$ cat src/verilog/csd_regs.svh
`ifndef CSD_REGS_SVH
`define CSD_REGS_SVH

// ****************************************************************
// Instruction field slices
// ****************************************************************
`define CSD_OPF 1:0
`define CSD_F3 15:13
`define CSD_RS1P 9:7
`define CSD_RS2P 4:2
`define CSD_RS2 6:2

// Quadrant codes
`define CSD_OP_Q0 2'h0
`define CSD_OP_Q2 2'h2

// Store slots
`define CSD_F3_WORD 3'h6
`define CSD_F3_DWORD 3'h7
`define CSD_F3_DFP 3'h5

// Register-based offset pieces
`define CSD_Q0_OFF53 12:10
`define CSD_Q0_OFF54 12:11
`define CSD_Q0_OFF76 6:5
`define CSD_Q0_B2 6
`define CSD_Q0_B6 5
`define CSD_Q0_B8 10

// Stack-relative offset pieces
`define CSD_Q2_W52 12:9
`define CSD_Q2_W76 8:7
`define CSD_Q2_D53 12:10
`define CSD_Q2_D86 9:7
`define CSD_Q2_Q54 12:11
`define CSD_Q2_Q96 10:7

// ****************************************************************
// Registers, sizes, fault codes
// ****************************************************************
`define CSD_PRIME_HI 2'h1
`define CSD_REG_SP 5'h02
`define CSD_SZ_WORD 5'h04
`define CSD_SZ_DWORD 5'h08
`define CSD_SZ_CAP32 5'h08
`define CSD_SZ_CAP64 5'h10
`define CSD_CAUSE_NONE 5'h00
`define CSD_CAUSE_TAG 5'h01
`define CSD_CAUSE_SEAL 5'h02
`define CSD_CAUSE_PERM 5'h03
`define CSD_CAUSE_LEN 5'h04
`define CSD_TYPE_NONE 4'h0
`define CSD_TYPE_DATA 4'h1

`endif

$ cat src/verilog/csd_pkg.sv
`default_nettype none

// ****************************************************************
// Shared types
// ****************************************************************
package csd_pkg;

    // Kind of store after decode
    typedef enum logic [2:0] {
        CSD_KIND_NONE,
        CSD_KIND_SW,
        CSD_KIND_SD,
        CSD_KIND_FSW,
        CSD_KIND_FSD,
        CSD_KIND_CSC
    } csd_kind_type;

    // Which capability authorises the access
    typedef enum logic [1:0] {
        CSD_AUTH_REG,
        CSD_AUTH_SP,
        CSD_AUTH_DDC
    } csd_auth_type;

    // Offset scaling layout
    typedef enum logic [1:0] {
        CSD_FORM_W,
        CSD_FORM_D,
        CSD_FORM_Q
    } csd_form_type;

endpackage : csd_pkg

`default_nettype wire

$ cat src/verilog/csd_store_decode.sv
`include "csd_regs.svh"
`default_nettype none

module csd_store_decode (
    // Clock and reset
    input wire logic clk,
    input wire logic rst_b,
    // Instruction from fetch
    input wire logic instrValid,
    input wire logic [15:0] instr,
    // Mode and present extensions
    input wire logic capMode,
    input wire logic isRv64,
    input wire logic extCompressed,
    input wire logic extLegacy,
    input wire logic extPurecap,
    // Capability of the base register field
    input wire logic regTag,
    input wire logic regSealed,
    input wire logic regPermWrite,
    input wire logic [63:0] regCursor,
    input wire logic [63:0] regBase,
    input wire logic [63:0] regTop,
    // Capability stack pointer
    input wire logic spTag,
    input wire logic spSealed,
    input wire logic spPermWrite,
    input wire logic [63:0] spCursor,
    input wire logic [63:0] spBase,
    input wire logic [63:0] spTop,
    // Default data authority
    input wire logic ddcTag,
    input wire logic ddcSealed,
    input wire logic ddcPermWrite,
    input wire logic [63:0] ddcBase,
    input wire logic [63:0] ddcTop,
    // Decoded store to the load-store pipeline
    output logic outValid,
    output logic outIllegal,
    output csd_pkg::csd_kind_type outKind,
    output csd_pkg::csd_auth_type outAuth,
    output logic [63:0] outAddr,
    output logic [4:0] outSize,
    output logic [4:0] outBaseReg,
    output logic [4:0] outSrcReg,
    // Exception report
    output logic outFault,
    output logic [4:0] outCause,
    output logic [3:0] outFaultType,
    output logic outMisaligned
);

    // ****************************************************************
    // Helpers
    // ****************************************************************

    // Compressed three-bit register field maps to x8..x15
    function automatic logic [4:0] primeReg(input logic [2:0] field);
        primeReg = {`CSD_PRIME_HI, field};
    endfunction : primeReg

    // ****************************************************************
    // Decode
    // ****************************************************************

    logic [1:0] quad; // Quadrant of the encoding
    logic [2:0] funct3; // Slot within the quadrant
    logic legal; // Encoding is a store this core implements
    logic modeExt; // Extension needed by the current mode
    csd_pkg::csd_kind_type kind; // Decoded store kind
    csd_pkg::csd_form_type form; // Offset layout
    csd_pkg::csd_auth_type auth; // Authorising capability
    logic [9:0] offset; // Scaled offset
    logic [4:0] size; // Bytes written
    logic [63:0] addr; // Effective address
    logic authTag; // Selected capability fields
    logic authSealed;
    logic authPermWrite;
    logic [63:0] authBase;
    logic [63:0] authTop;
    logic [4:0] cause; // Check result
    logic misaligned; // Capability store alignment fault
    logic [3:0] alignMask; // Low address bits that must be zero

    assign quad = instr[`CSD_OPF];
    assign funct3 = instr[`CSD_F3];

    // Slot to kind; capability mode decodes the FSW slot (RV32) and the FSD slot (RV64) as CSC
    always_comb begin
        kind = csd_pkg::CSD_KIND_NONE;
        form = csd_pkg::CSD_FORM_W;
        modeExt = capMode ? extPurecap : extLegacy;
        unique case (funct3)
            `CSD_F3_WORD: begin
                kind = csd_pkg::CSD_KIND_SW;
            end
            `CSD_F3_DWORD: begin
                if (isRv64) begin
                    kind = csd_pkg::CSD_KIND_SD;
                    form = csd_pkg::CSD_FORM_D;
                end else if (capMode) begin
                    kind = csd_pkg::CSD_KIND_CSC;
                end else begin
                    kind = csd_pkg::CSD_KIND_FSW;
                end
            end
            `CSD_F3_DFP: begin
                if (isRv64 && capMode) begin
                    kind = csd_pkg::CSD_KIND_CSC;
                    form = csd_pkg::CSD_FORM_Q;
                end else begin
                    kind = csd_pkg::CSD_KIND_FSD;
                    form = csd_pkg::CSD_FORM_D;
                end
            end
            default: kind = csd_pkg::CSD_KIND_NONE;
        endcase
    end

    assign legal = extCompressed && modeExt && kind != csd_pkg::CSD_KIND_NONE
        && (quad == `CSD_OP_Q0 || quad == `CSD_OP_Q2);

    always_comb begin
        if (!capMode) begin
            auth = csd_pkg::CSD_AUTH_DDC;
        end else if (quad == `CSD_OP_Q2) begin
            auth = csd_pkg::CSD_AUTH_SP;
        end else begin
            auth = csd_pkg::CSD_AUTH_REG;
        end
    end

    // Select the authorising fields
    always_comb begin
        unique case (auth)
            csd_pkg::CSD_AUTH_SP: begin
                authTag = spTag;
                authSealed = spSealed;
                authPermWrite = spPermWrite;
                authBase = spBase;
                authTop = spTop;
            end
            csd_pkg::CSD_AUTH_DDC: begin
                authTag = ddcTag;
                authSealed = ddcSealed;
                authPermWrite = ddcPermWrite;
                authBase = ddcBase;
                authTop = ddcTop;
            end
            default: begin
                authTag = regTag;
                authSealed = regSealed;
                authPermWrite = regPermWrite;
                authBase = regBase;
                authTop = regTop;
            end
        endcase
    end

    // Access width per kind; the capability size follows XLEN
    always_comb begin
        unique case (kind)
            csd_pkg::CSD_KIND_SD, csd_pkg::CSD_KIND_FSD: size = `CSD_SZ_DWORD;
            csd_pkg::CSD_KIND_CSC: size = isRv64 ? `CSD_SZ_CAP64 : `CSD_SZ_CAP32;
            default: size = `CSD_SZ_WORD;
        endcase
    end

    csd_offset offsetUnit (
        .instr(instr),
        .form(form),
        .offset(offset)
    );

    assign addr = ((quad == `CSD_OP_Q2) ? spCursor : regCursor) + {54'h0, offset};

    csd_cap_check checkUnit (
        .tag(authTag),
        .sealed(authSealed),
        .permWrite(authPermWrite),
        .base(authBase),
        .top(authTop),
        .addr(addr),
        .size(size),
        .cause(cause)
    );

    assign alignMask = size[3:0] - 4'h1;
    assign misaligned = kind == csd_pkg::CSD_KIND_CSC && (addr[3:0] & alignMask) != 4'h0;

    // ****************************************************************
    // Output register
    // ****************************************************************

    logic next_outValid;
    logic next_outIllegal;
    logic next_outFault;
    logic [4:0] next_outCause;
    logic [3:0] next_outFaultType;
    logic next_outMisaligned;

    // Fault fields stay clear unless a legal store is presented
    always_comb begin
        next_outValid = instrValid && legal;
        next_outIllegal = instrValid && !legal;
        next_outFault = 1'h0;
        next_outCause = `CSD_CAUSE_NONE;
        next_outFaultType = `CSD_TYPE_NONE;
        next_outMisaligned = 1'h0;
        if (next_outValid) begin
            if (cause != `CSD_CAUSE_NONE) begin
                next_outFault = 1'h1;
                next_outCause = cause;
                next_outFaultType = `CSD_TYPE_DATA;
            // Capability faults outrank the alignment fault
            end else begin
                next_outMisaligned = misaligned;
            end
        end
    end

    // Registering keeps every output glitch free for the pipeline
    always_ff @(posedge clk or negedge rst_b) begin
        if (!rst_b) begin
            outValid <= 1'h0;
            outIllegal <= 1'h0;
            outKind <= csd_pkg::CSD_KIND_NONE;
            outAuth <= csd_pkg::CSD_AUTH_DDC;
            outAddr <= 64'h0;
            outSize <= 5'h00;
            outBaseReg <= 5'h00;
            outSrcReg <= 5'h00;
            outFault <= 1'h0;
            outCause <= `CSD_CAUSE_NONE;
            outFaultType <= `CSD_TYPE_NONE;
            outMisaligned <= 1'h0;
        end else begin
            outValid <= next_outValid;
            outIllegal <= next_outIllegal;
            outKind <= kind;
            outAuth <= auth;
            outAddr <= addr;
            outSize <= size;
            outBaseReg <= (quad == `CSD_OP_Q2) ? `CSD_REG_SP : primeReg(instr[`CSD_RS1P]);
            outSrcReg <= (quad == `CSD_OP_Q2) ? instr[`CSD_RS2] : primeReg(instr[`CSD_RS2P]);
            outFault <= next_outFault;
            outCause <= next_outCause;
            outFaultType <= next_outFaultType;
            outMisaligned <= next_outMisaligned;
        end
    end

    logic take; // A legal store is presented this cycle
    assign take = instrValid && legal;
endmodule : csd_store_decode

`default_nettype wire

$ cat src/verilog/csd_offset.sv
`include "csd_regs.svh"
`default_nettype none

// ****************************************************************
// Scaled offset extraction
// ****************************************************************
module csd_offset (
    // Instruction and layout
    input wire logic [15:0] instr,
    input wire csd_pkg::csd_form_type form,
    // Zero-extended byte offset
    output logic [9:0] offset
);

    // Offsets are unsigned and pre-scaled, so low bits are always zero
    always_comb begin
        offset = 10'h000;
        if (instr[`CSD_OPF] == `CSD_OP_Q0) begin
            unique case (form)
                csd_pkg::CSD_FORM_W: offset = {3'h0, instr[`CSD_Q0_B6],
                    instr[`CSD_Q0_OFF53], instr[`CSD_Q0_B2], 2'h0};
                csd_pkg::CSD_FORM_D: offset = {2'h0, instr[`CSD_Q0_OFF76],
                    instr[`CSD_Q0_OFF53], 3'h0};
                csd_pkg::CSD_FORM_Q: offset = {1'h0, instr[`CSD_Q0_B8],
                    instr[`CSD_Q0_OFF76], instr[`CSD_Q0_OFF54], 4'h0};
                default: offset = 10'h000;
            endcase
        end else begin
            unique case (form)
                csd_pkg::CSD_FORM_W: offset = {2'h0, instr[`CSD_Q2_W76],
                    instr[`CSD_Q2_W52], 2'h0};
                csd_pkg::CSD_FORM_D: offset = {1'h0, instr[`CSD_Q2_D86],
                    instr[`CSD_Q2_D53], 3'h0};
                csd_pkg::CSD_FORM_Q: offset = {instr[`CSD_Q2_Q96],
                    instr[`CSD_Q2_Q54], 4'h0};
                default: offset = 10'h000;
            endcase
        end
    end

endmodule : csd_offset

`default_nettype wire

$ cat src/verilog/csd_cap_check.sv
`include "csd_regs.svh"
`default_nettype none

// ****************************************************************
// Authority capability checks
// ****************************************************************
module csd_cap_check (
    // Authorising capability
    input wire logic tag,
    input wire logic sealed,
    input wire logic permWrite,
    input wire logic [63:0] base,
    input wire logic [63:0] top,
    // Access
    input wire logic [63:0] addr,
    input wire logic [4:0] size,
    // Violation code, none when all pass
    output logic [4:0] cause
);

    // One past the last byte; 65 bits so a wrap is never in bounds
    logic [64:0] endAddr;

    // Fixed priority keeps a single cause per access
    // one cause, fixed order
    always_comb begin
        endAddr = {1'h0, addr} + {60'h0, size};
        if (!tag) begin
            cause = `CSD_CAUSE_TAG;
        end else if (sealed) begin
            cause = `CSD_CAUSE_SEAL;
        end else if (!permWrite) begin
            cause = `CSD_CAUSE_PERM;
        end else if (addr < base || endAddr > {1'h0, top}) begin
            cause = `CSD_CAUSE_LEN;
        end else begin
            cause = `CSD_CAUSE_NONE;
        end
    end

endmodule : csd_cap_check

`default_nettype wire

$ cat config.mk
export PLATFORM = sky130hd
export DESIGN_NAME = csd_store_decode
export DESIGN_NICKNAME = d
export VERILOG_FILES = /design/src/verilog/csd_pkg.sv /design/src/verilog/csd_store_decode.sv /design/src/verilog/csd_offset.sv /design/src/verilog/csd_cap_check.sv
export VERILOG_INCLUDE_DIRS = /design/src /design/src/verilog
export SDC_FILE = /design/constraint.sdc
export NUM_CORES = 1
export LEC_CHECK = 0
export ABC_AREA = 1
export ABC_CLOCK_PERIOD_IN_PS = 800
export BUFFER_PORTS_ARGS = -buffer_cell sky130_fd_sc_hd__buf_2
export CAP_MARGIN = 10
export CORE_AREA = 2 2 246 248
export DETAILED_ROUTE_END_ITERATION = 10
export DIE_AREA = 0 0 248 250
export SLEW_MARGIN = 10
export SYNTH_ARGS = -nofsm -noshare
export SYNTH_HDL_FRONTEND = slang
export SYNTH_SLANG_ARGS = --single-unit
$ cat constraint.sdc
create_clock -name clk -period 0.8 [get_ports clk]
set_clock_uncertainty 0.2 [all_clocks]
set_input_delay 0 -clock clk [delete_from_list [all_inputs] [get_ports clk]]
set_output_delay 0 -clock clk [all_outputs]
set_load 0.02 [all_outputs]
==> qor.txt <==
max frequency - 0.201 GHz
vias in the first global route - 18228
fin area - 0.0256 mm^2
CTS root buf - clkbuf_16
most used cell along the critical path - nand2_1
Hold Path Class - in -> reg
Max-slew headroom - 58.9%
final hold vios - 19
Adder-Cell Fraction of Synth Area - 12.3%
hold buffers post-CTS - 9
pin count of the biggest net entering global routing - 131
I/O Buffers - 633
Simple-Gate Fraction of Synth Area - 41.4%
Critical Path AT - 5.11 ns
CP top delay family - simple AND/OR/NAND/NOR gates
Critical path buffers and inverters - 8
die height - 250 um
Seq/Total Area, Yosys - 15.2%
worst-path maximum fanout - 5
drt first pass iters - 6
mux cell area share after synthesis - 0%
status - complete, but fails checks
Warnings, synthesis - 0
1st-iter DRT viols - 1059
number of synthesized flops with an enable pin - 0
die footprint - 0.0620 mm^2
clock slew at reported path FFs - 0.08 ns
total wire length - 77.8 mm
DP HPWL - 67.3 mm
xor/xnor share of the synthesized area - 4.76%
CP max stage delay - 0.31 ns
I/O pin total - 642
grt total ovfl - 0
Synth area leaders - nand2_1 16%, dfrtp_1 15%, ha_1 12%, inv_1 6.6%, nor2_1 5.7%
Starting Density - 24.3%
clk sinks - 88
crit start category - primary input
Gate Count Post-Synth - 2268
synthesis-to-layout area growth - 76.4%
measured slew at the worst slew-check pin - 0.617 ns
post-route ant nets - 0
share of cells above drive strength 1 - 53.1%
initial antenna violation count - 11
Via density - 4.53
Crit Path Class - in -> reg
leak pwr - 0.0131 uW
most frequent cells in the layout - 590 x buf_2, 523 x buf_4, 482 x nand2_1, 220 x inv_1, 171 x nor2_1
Core Area - 0.0596 mm^2
GRT Total Usage - 24.0%
CTS tree - yes
H-tree Lvls - 3
fin crit share - 623%
synth unique cells - 57
CP endpoint kind - register
routed len/inst - 18.3 um
CTS Buffer Depth - 2
PnR worst setup slack - -4.19 ns
Placement Cell Area - 0.0230 mm^2
Mapped Area - 0.0145 mm^2
layout net count - 4147
ys async rst share - 100%
Main synth FF type - dfrtp_1
final setup vio count - 216
first-pass GRT wire length - 110 mm
Rows - 90
Synth Area in Compound Gates - 15.7%
Pwr per Cell Area - 999 mW/mm^2
WP data required - 0.92 ns
most common cell after layout, fill and taps aside - buf_2
Pins Over Slew Limit - 0
post-synth top area cell - nand2_1
area share of the largest cell type after synthesis - 15.6%
Die Span X - 248 um
number of synthesized register bits - 88
Max-Cap Viols - 0
Synth Area per Inst - 6.39 um^2
DRC Markers - 0
post-route minimum period - 4.99 ns
RSZ-0062 raised after global routing - yes
largest family of logic cells by synthesized area - simple AND/OR/NAND/NOR gates
final core utilization - 42.9%
VDD IR-drop max - 1.03 mV
Min Hold Slack - -0.338 ns
failing checks - hold timing, setup timing
Crit-path slowest cell - ha_4
via count - 19281
RePlAce Congestion - 0.937
Num CTS Buffers - 9
## power breakdown
part	internal [uW]	leakage (uW)	total (uW)	switching, uW
Combinational	7400	0.0119	16000	8600
Sequential	4810	0.00104	4940	131
Clock	2220	0.000145	4590	2360
## Yosys cell counts (5+ instances only)
library cell and n:
nand2_2 67, o22ai_1 55, o21ai_2 14, o21ai_1 23, o21bai_1 52, nor3_2 6
xnor2_1 12, xor2_2 5, buf_6 14, dfrtp_1 87, nor2_1 219, inv_2 34
nand3_1 118, buf_4 12, nand4_1 33, nand3b_1 11, a211oi_1 6, o21a_1 5
o221ai_1 76, ha_1 139, nand3_2 9, o21ai_0 33, inv_1 255, nor2_2 59
clkbuf_1 39, nand2_1 602, or2_2 80, nor2_4 23, and2_1 5, buf_1 7
nor3_1 18, xor2_1 48, a21oi_1 62, nor4_1 6
## layer usage
metal | routed length, um | GRT usage, % | part of all wire, %
met2 | 37200 | 41.0 | 48
met1 | 34900 | 32.0 | 45
met4 | 1450 | 5.92 | 1.9
met3 | 4130 | 2.62 | 5.3
met5 | 27 | 0 | 0.035
## state kept, by name, indices dropped and copies added (netlist names)
register / cells
outAddr: 64
outSrcReg: 5
outBaseReg: 4
outCause: 3
outKind: 3
outSize: 3
outAuth: 2
outFaultType: 1
outIllegal: 1
outMisaligned: 1
outValid: 1
## worst paths after layout
check / start / endpoint / slack, ns / cells after the start
worst max-delay path: instr[15] / outCause[2] / -4.19 / 49
max in group asynchronous: rst_b / outAddr[11] / -0.07 / 4
worst min-delay path: instr[5] / outSrcReg[3] / -0.34 / 2
min in group asynchronous: rst_b / outSrcReg[0] / -0.14 / 2
## cells by family after synthesis
| family | count (synthesis) |
|---|---|
| flip-flops | 88 |
| XOR/XNOR | 68 |
| buffers and inverters | 365 |
| AND/OR/NAND/NOR | 1270 |
| other | 1 |
| AO/OA/AOI/OAI | 335 |
| adder cells (fa/ha/maj) | 141 |
## cell type report
class / instances / area (um^2)
Antenna cell: 6 / 15.0
Multi-Input combinational cell: 1823 / 12200
Clock inverter: 7 / 75.1
Clock buffer: 9 / 225
Tap cell: 782 / 978
Fill cell: 6163 / 34000
Sequential cell: 88 / 2200
Inverter: 290 / 1170
Timing Repair Buffer: 1249 / 8660
## through the flow
| step | setup TNS, ns | instances | setup slack, ns | hold slack (ns) | power (uW) |
|---|---|---|---|---|---|
| 4_1_cts | -140.64 | 4210 | -4.10 | -0.350 | 25000 |
| 2_1_floorplan | -115.08 | 2275 | -4.53 | -0.496 | 12100 |
| 3_5_place_dp | -158.85 | 4145 | -4.82 | -0.379 | 19400 |
| 6_report | -144.51 | 4254 | -4.19 | -0.338 | 25500 |
| 3_3_place_gp | -155.27 | 4145 | -4.73 | -0.377 | 19300 |
| 5_1_grt | -160.61 | 4253 | -4.62 | -0.338 | 27400 |
## repair_timing
item / 4_1_cts / 5_1_grt
hold endpoints to repair: 115 / 17
endpoints found under the setup margin: 164 / 243
buffers inserted: 38 / 42
cloned: 4 / 0
gates resized for setup: 213 / 222
pin swaps: 87 / 100
(Power assumes the default switching activity.)
